[config.mk]
export PLATFORM = sky130hd
export DESIGN_NAME = qdp_serial_port
export DESIGN_NICKNAME = d
export VERILOG_FILES = /design/src/hdl/qdp_pkg.sv /design/src/hdl/qdp_fifo.sv /design/src/hdl/qdp_serial_port.sv
export SDC_FILE = /design/constraint.sdc
export NUM_CORES = 1
export LEC_CHECK = 0
export ABC_AREA = 1
export BUFFER_PORTS_ARGS = -buffer_cell sky130_fd_sc_hd__buf_2
export CAP_MARGIN = 30
export CORE_MARGIN = 2
export CORE_UTILIZATION = 24
export DETAILED_ROUTE_END_ITERATION = 8
export GPL_TIMING_DRIVEN = 0
export SYNTH_ARGS = -nofsm -noshare
export SYNTH_HDL_FRONTEND = slang
export SYNTH_SLANG_ARGS = --single-unit
[constraint.sdc]
create_clock -name core_clk -period 3.8 [get_ports core_clk]
set_input_delay 0.38 -clock core_clk [delete_from_list [all_inputs] [get_ports core_clk]]
set_output_delay 0.38 -clock core_clk [all_outputs]
set_load 0.005 [all_outputs]
[src/hdl/qdp_pkg.sv]
// constants shared by the quad converter serial input port
// assumes a single 10 MHz core clock and a sampled serial link
`default_nettype none
package qdp_pkg;
   // core clock and link timing
   localparam int CLK_PERIOD_NS   = 100;
   localparam int LINK_MAX_MHZ    = 50;
   // frame shape
   localparam int FRAME_BITS      = 32;
   localparam int CNT_W           = 5;
   localparam logic [CNT_W-1:0] CNT_LAST = 5'h1F;
   // channels and codes
   localparam int NCH             = 4;
   localparam int CODE_W          = 16;
   localparam logic [15:0] CODE_ZERO = 16'h0000;
   localparam logic [15:0] CODE_MID  = 16'h8000;
   localparam logic [15:0] CODE_FULL = 16'hFFFF;
   // clear code register encodings
   localparam logic [1:0] CLR_SEL_ZERO = 2'h0;
   localparam logic [1:0] CLR_SEL_MID  = 2'h1;
   localparam logic [1:0] CLR_SEL_FULL = 2'h2;
   localparam logic [1:0] CLR_SEL_RST  = CLR_SEL_ZERO;
   // command word fields
   localparam int CMD_LSB         = 24;
   localparam int ADDR_LSB        = 20;
   localparam int DATA_LSB        = 4;
   localparam logic [3:0] CMD_WR_INPUT = 4'h0;
   localparam logic [3:0] CMD_CLR_CODE = 4'h2;
   localparam logic [3:0] CMD_REF_SEL  = 4'h3;
   localparam logic [3:0] ADDR_ALL     = 4'hF;
   // sampled pins, bit positions and idle levels
   localparam int PINS_W          = 6;
   localparam int PIN_SCLK        = 0;
   localparam int PIN_SYNC        = 1;
   localparam int PIN_SDIN        = 2;
   localparam int PIN_LOAD        = 3;
   localparam int PIN_CLR         = 4;
   localparam int PIN_POR         = 5;
   localparam logic [5:0] PIN_IDLE = 6'h1B;
   // strap settle time after reset release
   localparam logic [1:0] POR_WAIT = 2'h3;
   // buffer between link and channel registers
   localparam int FIFO_W          = 32;
   localparam int FIFO_DEPTH      = 8;
   localparam int FIFO_AW         = 3;
   // frame receiver states
   typedef enum logic [2:0] {
      QDP_IDLE  = 3'b001,
      QDP_SHIFT = 3'b010,
      QDP_WAIT  = 3'b100
   } qdp_state_t;
endpackage
`default_nettype wire

[src/hdl/qdp_fifo.sv]
// small first-in first-out buffer with a registered head word
// assumes depth is a power of two and one clock for both sides
`default_nettype none
module qdp_fifo #(
   parameter int WIDTH = 32,
   parameter int DEPTH = 8,
   parameter int AW    = 3
) (
   // clock and reset
   input  wire logic             clk,
   input  wire logic             resetn,
   // filling side
   input  wire logic             in_valid,
   output logic                  in_ready,
   input  wire logic [WIDTH-1:0] in_data,
   // draining side
   output logic                  out_valid,
   input  wire logic             out_ready,
   output logic [WIDTH-1:0]      out_data
);
   logic [WIDTH-1:0] mem_r [DEPTH];
   logic [AW-1:0]    wptr_r;
   logic [AW-1:0]    wptr_nxt;
   logic [AW-1:0]    rptr_r;
   logic [AW-1:0]    rptr_nxt;
   logic [AW:0]      cnt_r;
   logic [AW:0]      cnt_nxt;
   logic             hd_valid_r;
   logic             hd_valid_nxt;
   logic [WIDTH-1:0] out_data_r;
   logic             push;
   logic             load;

   // pointer, fill count and head register next values
   always_comb
   begin
      in_ready     = (cnt_r != (AW+1)'(DEPTH));
      push         = in_valid & in_ready;
      load         = (cnt_r != '0) & (~hd_valid_r | out_ready);
      wptr_nxt     = push ? wptr_r + 1'b1 : wptr_r;
      rptr_nxt     = load ? rptr_r + 1'b1 : rptr_r;
      cnt_nxt      = cnt_r + {{AW{1'b0}}, push} - {{AW{1'b0}}, load};
      hd_valid_nxt = load | (hd_valid_r & ~out_ready);
   end

   // state registers
   always_ff @(posedge clk)
   begin
      if (!resetn)
      begin
         wptr_r     <= '0;
         rptr_r     <= '0;
         cnt_r      <= '0;
         hd_valid_r <= 1'b0;
      end
      else
      begin
         wptr_r     <= wptr_nxt;
         rptr_r     <= rptr_nxt;
         cnt_r      <= cnt_nxt;
         hd_valid_r <= hd_valid_nxt;
      end
   end

   // storage and registered read port
   always_ff @(posedge clk)
   begin
      if (push)
         mem_r[wptr_r] <= in_data;
      if (load)
         out_data_r <= mem_r[rptr_r];
   end

   assign out_valid = hd_valid_r;
   assign out_data  = out_data_r;
endmodule
`default_nettype wire

[src/hdl/qdp_serial_port.sv]
// serial write port and update/clear control of a quad 16-bit converter
// assumes all pins arrive asynchronously and are sampled by core_clk
`default_nettype none
// What this block does
// - frame sync low arms the shifter; 32 falling clock edges then sampled
// - frame sync rising before the 32nd fall aborts; nothing is changed
// - shift register is 32 bits; data captured on serial clock falling edge
// - load strobe low copies new input data to outputs, all together
// - load strobe held permanently low keeps updating correctly
// - power-on code is zero with strap low, midscale with strap high
// - reference pin is an input until the internal reference is selected
// - serial output shifts on rising edge, valid for the next falling edge
// - clear falling edge loads every channel with the clear code value
// - load strobe is ignored while clear is held low
// - clear code register resets to the zero code
// - codes are 16-bit unsigned; zero 0000, midscale 8000, full FFFF
module qdp_serial_port (
   // clock and reset
   input  wire logic        core_clk,
   input  wire logic        resetn,
   // serial link pins
   input  wire logic        sclk,
   input  wire logic        sync_n,
   input  wire logic        sdin,
   output logic             serial_out,
   // update and clear pins
   input  wire logic        load_strobe_n,
   input  wire logic        async_clear_n,
   input  wire logic        por_level,
   // drain control and status
   input  wire logic        apply_hold,
   output logic             link_ready,
   output logic             frame_dropped,
   output logic             ref_is_output,
   // converter codes
   output logic [15:0]      code_a,
   output logic [15:0]      code_b,
   output logic [15:0]      code_c,
   output logic [15:0]      code_d
);
   // code for a clear or strap selection
   function automatic logic [15:0] sel_code(input logic [1:0] sel);
      logic [15:0] c;
      c = qdp_pkg::CODE_ZERO;
      if (sel == qdp_pkg::CLR_SEL_MID)
         c = qdp_pkg::CODE_MID;
      else if (sel == qdp_pkg::CLR_SEL_FULL)
         c = qdp_pkg::CODE_FULL;
      return c;
   endfunction

   // pin synchronisers
   logic [5:0]  pins_in;
   logic [5:0]  s1_r;
   logic [5:0]  s2_r;
   logic [5:0]  s3_r;
   logic [5:0]  s1_nxt;
   logic [5:0]  s2_nxt;
   logic [5:0]  s3_nxt;
   // frame receiver
   qdp_pkg::qdp_state_t state_r;
   qdp_pkg::qdp_state_t state_nxt;
   logic [4:0]  cnt_r;
   logic [4:0]  cnt_nxt;
   logic [31:0] sr_r;
   logic [31:0] sr_nxt;
   logic        sout_r;
   logic        sout_nxt;
   logic        push;
   logic        drop_r;
   logic        drop_nxt;
   // sampled pin events
   logic        sclk_fall;
   logic        sclk_rise;
   logic        sync_fall;
   logic        sync_high;
   logic        clr_fall;
   logic        clr_low;
   logic        load_low;
   // buffer
   logic        fifo_ready;
   logic        fifo_valid;
   logic [31:0] fifo_data;
   logic        take;
   // channel and control registers
   logic [3:0][15:0] in_r;
   logic [3:0][15:0] in_nxt;
   logic [3:0][15:0] out_r;
   logic [3:0][15:0] out_nxt;
   logic [3:0]  new_r;
   logic [3:0]  new_nxt;
   logic [1:0]  clr_sel_r;
   logic [1:0]  clr_sel_nxt;
   logic        ref_r;
   logic        ref_nxt;
   logic [1:0]  por_cnt_r;
   logic [1:0]  por_cnt_nxt;
   logic        por_done_r;
   logic        por_done_nxt;
   // command fields
   logic [3:0]  cmd;
   logic [3:0]  addr;
   logic [15:0] wdata;

   // gather pins into one vector for sampling
   always_comb
   begin
      pins_in = '0;
      pins_in[qdp_pkg::PIN_SCLK] = sclk;
      pins_in[qdp_pkg::PIN_SYNC] = sync_n;
      pins_in[qdp_pkg::PIN_SDIN] = sdin;
      pins_in[qdp_pkg::PIN_LOAD] = load_strobe_n;
      pins_in[qdp_pkg::PIN_CLR]  = async_clear_n;
      pins_in[qdp_pkg::PIN_POR]  = por_level;
      s1_nxt = pins_in;
      s2_nxt = s1_r;
      s3_nxt = s2_r;
   end

   // two-stage synchroniser plus one history stage for edges
   always_ff @(posedge core_clk)
   begin
      if (!resetn)
      begin
         s1_r <= qdp_pkg::PIN_IDLE;
         s2_r <= qdp_pkg::PIN_IDLE;
         s3_r <= qdp_pkg::PIN_IDLE;
      end
      else
      begin
         s1_r <= s1_nxt;
         s2_r <= s2_nxt;
         s3_r <= s3_nxt;
      end
   end

   // edge and level decode on the synchronised pins
   assign sclk_fall = s3_r[qdp_pkg::PIN_SCLK] & ~s2_r[qdp_pkg::PIN_SCLK];
   assign sclk_rise = ~s3_r[qdp_pkg::PIN_SCLK] & s2_r[qdp_pkg::PIN_SCLK];
   assign sync_fall = s3_r[qdp_pkg::PIN_SYNC] & ~s2_r[qdp_pkg::PIN_SYNC];
   assign sync_high = s2_r[qdp_pkg::PIN_SYNC];
   assign clr_fall  = s3_r[qdp_pkg::PIN_CLR] & ~s2_r[qdp_pkg::PIN_CLR];
   assign clr_low   = ~s2_r[qdp_pkg::PIN_CLR];
   assign load_low  = ~s2_r[qdp_pkg::PIN_LOAD];

   // frame receiver next state
   always_comb
   begin
      state_nxt = state_r;
      cnt_nxt   = cnt_r;
      sr_nxt    = sr_r;
      sout_nxt  = sout_r;
      push      = 1'b0;
      drop_nxt  = 1'b0;
      // daisy output follows the shifter on every rising edge
      if (sclk_rise)
         sout_nxt = sr_r[qdp_pkg::FRAME_BITS-1];
      case (state_r)
         qdp_pkg::QDP_IDLE:
         begin
            if (sync_fall)
            begin
               state_nxt = qdp_pkg::QDP_SHIFT;
               cnt_nxt   = '0;
            end
         end
         qdp_pkg::QDP_SHIFT:
         begin
            if (sync_high)
               state_nxt = qdp_pkg::QDP_IDLE;
            else if (sclk_fall)
            begin
               sr_nxt  = {sr_r[30:0], s2_r[qdp_pkg::PIN_SDIN]};
               cnt_nxt = cnt_r + 1'b1;
               if (cnt_r == qdp_pkg::CNT_LAST)
               begin
                  push      = fifo_ready;
                  drop_nxt  = ~fifo_ready;
                  state_nxt = qdp_pkg::QDP_WAIT;
               end
            end
         end
         qdp_pkg::QDP_WAIT:
         begin
            if (sync_high)
               state_nxt = qdp_pkg::QDP_IDLE;
         end
         default:
            state_nxt = qdp_pkg::QDP_IDLE;
      endcase
   end

   // frame receiver registers
   always_ff @(posedge core_clk)
   begin
      if (!resetn)
      begin
         state_r <= qdp_pkg::QDP_IDLE;
         cnt_r   <= '0;
         sr_r    <= '0;
         sout_r  <= 1'b0;
         drop_r  <= 1'b0;
      end
      else
      begin
         state_r <= state_nxt;
         cnt_r   <= cnt_nxt;
         sr_r    <= sr_nxt;
         sout_r  <= sout_nxt;
         drop_r  <= drop_nxt;
      end
   end

   // completed frames wait here until the channel logic takes them
   qdp_fifo #(
      .WIDTH (qdp_pkg::FIFO_W),
      .DEPTH (qdp_pkg::FIFO_DEPTH),
      .AW    (qdp_pkg::FIFO_AW)
   ) qdp_fifo_inst (
      .clk       (core_clk),
      .resetn    (resetn),
      .in_valid  (push),
      .in_ready  (fifo_ready),
      .in_data   (sr_nxt),
      .out_valid (fifo_valid),
      .out_ready (take),
      .out_data  (fifo_data)
   );

   // command fields of the head word
   assign cmd   = fifo_data[qdp_pkg::CMD_LSB +: 4];
   assign addr  = fifo_data[qdp_pkg::ADDR_LSB +: 4];
   assign wdata = fifo_data[qdp_pkg::DATA_LSB +: qdp_pkg::CODE_W];
   assign take  = fifo_valid & por_done_r & ~apply_hold;

   // channel, clear code and reference next values
   always_comb
   begin
      in_nxt       = in_r;
      out_nxt      = out_r;
      new_nxt      = new_r;
      clr_sel_nxt  = clr_sel_r;
      ref_nxt      = ref_r;
      por_cnt_nxt  = por_cnt_r;
      por_done_nxt = por_done_r;
      // strap is read once the synchronisers have settled
      if (!por_done_r)
      begin
         if (por_cnt_r == qdp_pkg::POR_WAIT)
         begin
            por_done_nxt = 1'b1;
            for (int i = 0; i < qdp_pkg::NCH; i++)
            begin
               in_nxt[i]  = sel_code(s2_r[qdp_pkg::PIN_POR] ?
                               qdp_pkg::CLR_SEL_MID :
                               qdp_pkg::CLR_SEL_ZERO);
               out_nxt[i] = in_nxt[i];
            end
         end
         else
            por_cnt_nxt = por_cnt_r + 1'b1;
      end
      // update pending channels while load is low and clear is high
      if (load_low && !clr_low)
      begin
         for (int i = 0; i < qdp_pkg::NCH; i++)
         begin
            if (new_r[i])
            begin
               out_nxt[i] = in_r[i];
               new_nxt[i] = 1'b0;
            end
         end
      end
      // clear overrides every channel in the same cycle
      if (clr_fall)
      begin
         for (int i = 0; i < qdp_pkg::NCH; i++)
            out_nxt[i] = sel_code(clr_sel_r);
      end
      // apply one buffered command; a new write re-arms its channel
      if (take)
      begin
         if (cmd == qdp_pkg::CMD_WR_INPUT)
         begin
            for (int i = 0; i < qdp_pkg::NCH; i++)
            begin
               if (addr == qdp_pkg::ADDR_ALL || addr == 4'(i))
               begin
                  in_nxt[i]  = wdata;
                  new_nxt[i] = 1'b1;
               end
            end
         end
         else if (cmd == qdp_pkg::CMD_CLR_CODE)
            clr_sel_nxt = wdata[1:0];
         else if (cmd == qdp_pkg::CMD_REF_SEL)
            ref_nxt = wdata[0];
      end
   end

   // channel, clear code and reference registers
   always_ff @(posedge core_clk)
   begin
      if (!resetn)
      begin
         in_r       <= '0;
         out_r      <= '0;
         new_r      <= '0;
         clr_sel_r  <= qdp_pkg::CLR_SEL_RST;
         ref_r      <= 1'b0;
         por_cnt_r  <= '0;
         por_done_r <= 1'b0;
      end
      else
      begin
         in_r       <= in_nxt;
         out_r      <= out_nxt;
         new_r      <= new_nxt;
         clr_sel_r  <= clr_sel_nxt;
         ref_r      <= ref_nxt;
         por_cnt_r  <= por_cnt_nxt;
         por_done_r <= por_done_nxt;
      end
   end

   // outputs, all from registers except the buffer ready
   assign serial_out    = sout_r;
   assign link_ready    = fifo_ready;
   assign frame_dropped = drop_r;
   assign ref_is_output = ref_r;
   assign code_a        = out_r[0];
   assign code_b        = out_r[1];
   assign code_c        = out_r[2];
   assign code_d        = out_r[3];
endmodule
`default_nettype wire

# ---- Word level (Yosys, flattened, before mapping)
# Memories as Yosys holds them, arrays and structs flattened. A register that Yosys moved wholly into a read port is not among the register bits.
# Cells that the tools add are included.
dict set report classes {
  addsub 6
  eq_ne 22
  n_mux 49
  bitwise_logic 28
  reduce_logical 15
}
# cell count
set op_table {}
lappend op_table {{2-to-1 mux 64 bit} 8}
lappend op_table {{2-to-1 mux 16 bit} 12}
lappend op_table {{2-to-1 mux 32 bit} 3}
lappend op_table {{NOT 1 bit} 17}
lappend op_table {{equality test 4 x 2 -> 1 bit, second input constant} 4}
lappend op_table {{2-to-1 mux 3 bit} 5}
lappend op_table {{2-to-1 mux 5 bit} 3}
lappend op_table {{2-to-1 mux 1 bit} 13}
lappend op_table {{2-to-1 mux 4 bit} 3}
lappend op_table {{AND reduction 4 bit} 3}
lappend op_table {{case mux 5 bit (2 select lines)} 1}
lappend op_table {{bitwise AND 1 bit} 9}
lappend op_table {{case mux 3 bit (3 select lines)} 1}
lappend op_table {{logical NOT 4 bit} 2}
lappend op_table {{inequality test 2 bit, second input constant} 4}
lappend op_table {{adder 3 x 1 -> 3 bit, second input constant} 2}
lappend op_table {{inequality test 3 bit, second input constant} 2}
lappend op_table {{adder 5 x 1 -> 5 bit, second input constant} 1}
lappend op_table {{equality test 5 bit, second input constant} 1}
lappend op_table {{OR reduction 5 bit} 1}
lappend op_table {{adder 4 x 1 -> 4 bit} 1}
lappend op_table {{equality test 2 bit, second input constant} 2}
lappend op_table {{equality test 4 x 1 -> 1 bit, second input constant} 1}
lappend op_table {{equality test 4 bit, second input constant} 1}
lappend op_table {{16 further kinds} 20}
dict set report totals {
  regBits 208
  ramBits 256
  in_bits 9
  output_inout_bits 68
  elab_cells 146
  mem_count 1
}
# memory words word_bits read_ports rd_ports_with_merged_regs wr line_no
set memory_table {}
lappend memory_table {qdp_fifo_inst.mem_r 8 32 1 1 1 qdp_fifo.sv:21} ;# logic [WIDTH-1:0] mem_r [DEPTH];

# ---- Depth between registers and ports, before layout
dict set report depth {
  depth_word 9
  ltp_mapped 14
  depth_no_buf 14
}

# ---- Cells and area by module
# Synthesis repeated with hierarchy kept, for this count alone.
dict set report unflattened {
  hier_cells 2257
  hier_area_um2 20731.1
}
# mod instances cells_each area_each_um2 seq_area_each_um2
set modules_own_cells {}
lappend modules_own_cells {qdp_fifo 1 1200 12607.1 8868.5}
lappend modules_own_cells {qdp_serial_port 1 1057 8124.0 3903.7}

# ---- Worst setup path after synthesis
# OpenSTA, ideal clock, no wires.
dict set report synth_path {
  path_kind {reg-to-reg}
  start {register cnt_r[0]}
  end {memory qdp_fifo_inst.mem_r[4][10], enable pin}
  setup_time_ps 435
  t_arrival_ps 2976
  required_time_ps 3365
  path_slack_ps 389
  stages_incl_launch_ff 11
  path_buffers 0
  period_less_slack_ps 3411
  cell_sequence {dfxtp_1 > ha_1 > nand2_1 > nor2_1 > ha_1 > inv_1 > nor2_1 > nand3_1 > inv_2 > nand2_1 > nor3_1}
}
dict set report synth_via {
  elab_chain_cells 8
}
# item line_no
set synth_lines {}
lappend synth_lines {{from (decl)} qdp_serial_port.sv:63} ;# logic [4:0] cnt_r;
lappend synth_lines {{from (signal assigned)} qdp_serial_port.sv:207} ;# cnt_r <= cnt_nxt;
lappend synth_lines {{equality test 5 bit} qdp_serial_port.sv:175} ;# if (cnt_r == qdp_pkg::CNT_LAST)
lappend synth_lines {{2-to-1 mux 1 bit} qdp_serial_port.sv:175}
lappend synth_lines {{2-to-1 mux 1 bit} qdp_serial_port.sv:171} ;# else if (sclk_fall)
lappend synth_lines {{2-to-1 mux 1 bit} qdp_serial_port.sv:169} ;# if (sync_high)
lappend synth_lines {{2-to-1 mux 1 bit} qdp_serial_port.sv:158} ;# case (state_r)
lappend synth_lines {{bitwise AND 1 bit} qdp_fifo.sv:38} ;# push = in_valid & in_ready;
lappend synth_lines {{via qdp_fifo_inst.push} qdp_fifo.sv:31} ;# logic push;
lappend synth_lines {{2-to-1 mux 1 bit} qdp_fifo.sv:68} ;# if (push)
lappend synth_lines {{2-to-1 mux 1 bit (implied by the code)} qdp_fifo.sv:69} ;# mem_r[wptr_r] <= in_data;
lappend synth_lines {{to (decl)} qdp_fifo.sv:21}
# The timed path passes the listed nets, and every way through them passes these cells.

# ---- Worst setup path after layout
dict set report layout_path {
  start {register cnt_r[0]}
  end {memory qdp_fifo_inst.mem_r[0][10], enable pin}
}
# Same word-level chain as after synthesis.

==> results_dict.tcl <==
set metrics [dict create \
    postCtsSetupBuffers 0 \
    numCtsBuffers 44 \
    io-pin-count 77 \
    drive_gt1_frac 0.119 \
    worst_slack_ns 0.690 \
    syn_nets 1826 \
    cts.hold.buffers_added 0 \
    post_cts_resized 0 \
    maxSlewHeadroom 0.307 \
    num_rows 97 \
    fp.dieH_um 270 \
    drc 0 \
    cts_tree "yes" \
    ys_ff_latch 422 \
    initial_core_util 0.242 \
    worstMarginPinSlew_ns 1.04 \
    portBuffers 76 \
    hp-class "input pin to flip-flop" \
    final_net_count 1966 \
    ir_drop_mv 0.317 \
    seqCellArea_sq_mm 0.0106 \
    avgSynthCellArea_sq_um 9.39 \
    fmax_ghz 0.322 \
    power_leakage_nw 7.92 \
    grt_first_pass_wirelength_um 70800 \
    cp.required_ns 4.06 \
    ant_nets 0 \
    core_area_sq_mm 0.0699 \
    fillers 7398 \
    ys_warn_count 0 \
    utilization 0.287 \
    clk_latency_ns 0.56 \
    clk_pin_slew_ns 0.06 \
    ys_types 37 \
    layout_commonest_cell "nand2_1" \
    finClkSkew_ns 0.0243 \
    syn2layout_area_growth_pct 18.5 \
    dieArea_sq_mm 0.0727 \
    path_max_fanout 9 \
    synth_cells 1804 \
    wl_per_cell_um 15.7 \
    die_w_um 270 \
    hpwl_um 32300 \
    period_minus_slack_ns 3.11 \
    fin_tns_setup_ns 0 \
    drtIter0Drc 940 \
    grt_max_degree 29 \
    root_buffer "clkbuf_16" \
    cts_buffer_depth 3 \
    htree_levels 2 \
    drt_pass1_iterations 6 \
    hold_violations 0 \
    grt_pass1_vias 11900 \
    antenna_found_initial 0 \
    place_congestion 0.818 \
    grt-ovfl-total 0 \
    slew_viol_final 0 \
    end_kind "flip-flop" \
    arrival_ns 3.37 \
    p_per_area_mw_per_mm2 593 \
    maxCapViolations 0 \
    worstSetupPathType "flip-flop to flip-flop" \
    antennaDiodeCount 0 \
    final_cell_mix "nand2_1, nor2_1, edfxtp_1" \
    num_vias 12700 \
    cts.sinks 422 \
    grt_usage 0.124 \
    synthesis.area_sq_mm 0.0169 \
    finalWirelength_um 45700 \
    synth.yosys.seq_area_share 0.626 \
    rsz0062_at_grt "no" \
    viasPerCell 4.34 \
    status "finished, final reports clean" \
    fin_crit_sh 0.818 \
    setup_viol 0 \
    place_ws_ns 0.643 \
    start_kind "flip-flop" \
    multi_input_area_sq_mm 0.00532 \
]
[cell type report]
type | count | area share
buffer | 115 | 0.0302
clock buffer | 67 | 0.0627
clock inverter | 11 | 0.00374
inverter | 120 | 0.0224
multi-input combinational | 1147 | 0.265
sequential | 422 | 0.528
tap | 940 | 0.0586
timing repair buffer | 94 | 0.0292
[power breakdown]
part,switching [mW],internal [mW],total (mW)
Clock,1.73,2.34,4.07
Combinational,1.75,0.701,2.45
Sequential,0.322,5.07,5.39
Total,3.80,8.11,11.9
[state kept, by name (all words and copies together) (netlist names), 4 cells and up, named ones only]
signal                  count
cnt_r                       5
code_a                     16
code_b                     16
code_c                     16
code_d                     16
in_r                       64
new_r                       4
qdp_fifo_inst.cnt_r         4
qdp_fifo_inst.mem_r       192
qdp_fifo_inst.out_data     24
s1_r                        6
s2_r                        6
sr_r                       24
[worst max-delay path, cell delays in order (launching register included)]
cell,delay [ns]
dfxtp_1,0.39
ha_1,0.20
nand2_1,0.06
nor2_1,0.11
ha_1,0.16
inv_1,0.07
nor2_1,0.11
nand3_1,0.19
inv_2,0.15
nand2_1,0.18
nor3_2,0.76
buf_8,0.24
buf_6,0.17
[Yosys cell counts (all sizes together)]
library cell  instances  share of area
a21o                  1        0.00044
a21oi               153          0.045
a22oi                20         0.0089
buf                  53          0.022
clkbuf               62          0.014
clkinv                1        0.00022
dfxtp               206           0.24
edfxtp              216           0.38
fa                    1         0.0012
ha                   12         0.0089
inv                 119          0.026
nand2               311          0.070
nand3                23         0.0083
nand3b                1         0.0012
nand4                 4         0.0015
nor2                304          0.069
nor3                  8         0.0024
nor4                  1        0.00037
o211ai                4         0.0018
o21a                  1        0.00044
o21ai               290          0.087
or2                  10         0.0037
xnor2                 1        0.00052
xor2                  2         0.0010
[stage by stage]
stage	total power, mW	hold slack, ns	instance area [sq um]	instances
global placement	7.93	0.396	18500	2820
finish	11.9	0.0495	20100	2916
CTS	12.0	0.0276	20100	2916
global route	12.5	0.0433	20100	2916
floorplan	6.93	0.390	16900	1804
detailed placement	7.94	0.398	18700	2838
[path summary, 6_finish.rpt]
check,start,endpoint,slack (ns),cells past startpoint
min reg2reg,s1_r[1],s2_r[1],0.41,1
max reg2reg,cnt_r[0],qdp_fifo_inst.mem_r[0][10],0.69,12
min,sync_n,s1_r[1],0.05,2
max,cnt_r[0],qdp_fifo_inst.mem_r[0][10],0.69,12
[logic make-up (layout without fill, tap and decap cells)]
group / after synthesis / after routing / synth area share
xor gates and xnor gates: 3 / 3 / 0.00155
and+or+nand+nor: 662 / 662 / 0.157
AOI/OAI and AO/OA: 469 / 469 / 0.143
adders and majority gates: 13 / 13 / 0.0100
buffers and inverters: 235 / 407 / 0.0623
DFF: 422 / 422 / 0.626
[per-layer routing]
| metal | wire [um] | global-route usage | up-vias |
|---|---|---|---|
| met5 | 0 | 0 | - |
| met3 | 2570 | 0.0205 | 60 |
| met1 | 20800 | 0.167 | 5928 |
| met4 | 918 | 0.0311 | 0 |
| met2 | 21400 | 0.206 | 347 |
| li1 | - | - | 6321 |
Note: power is estimated with default switching activity, not from simulation.
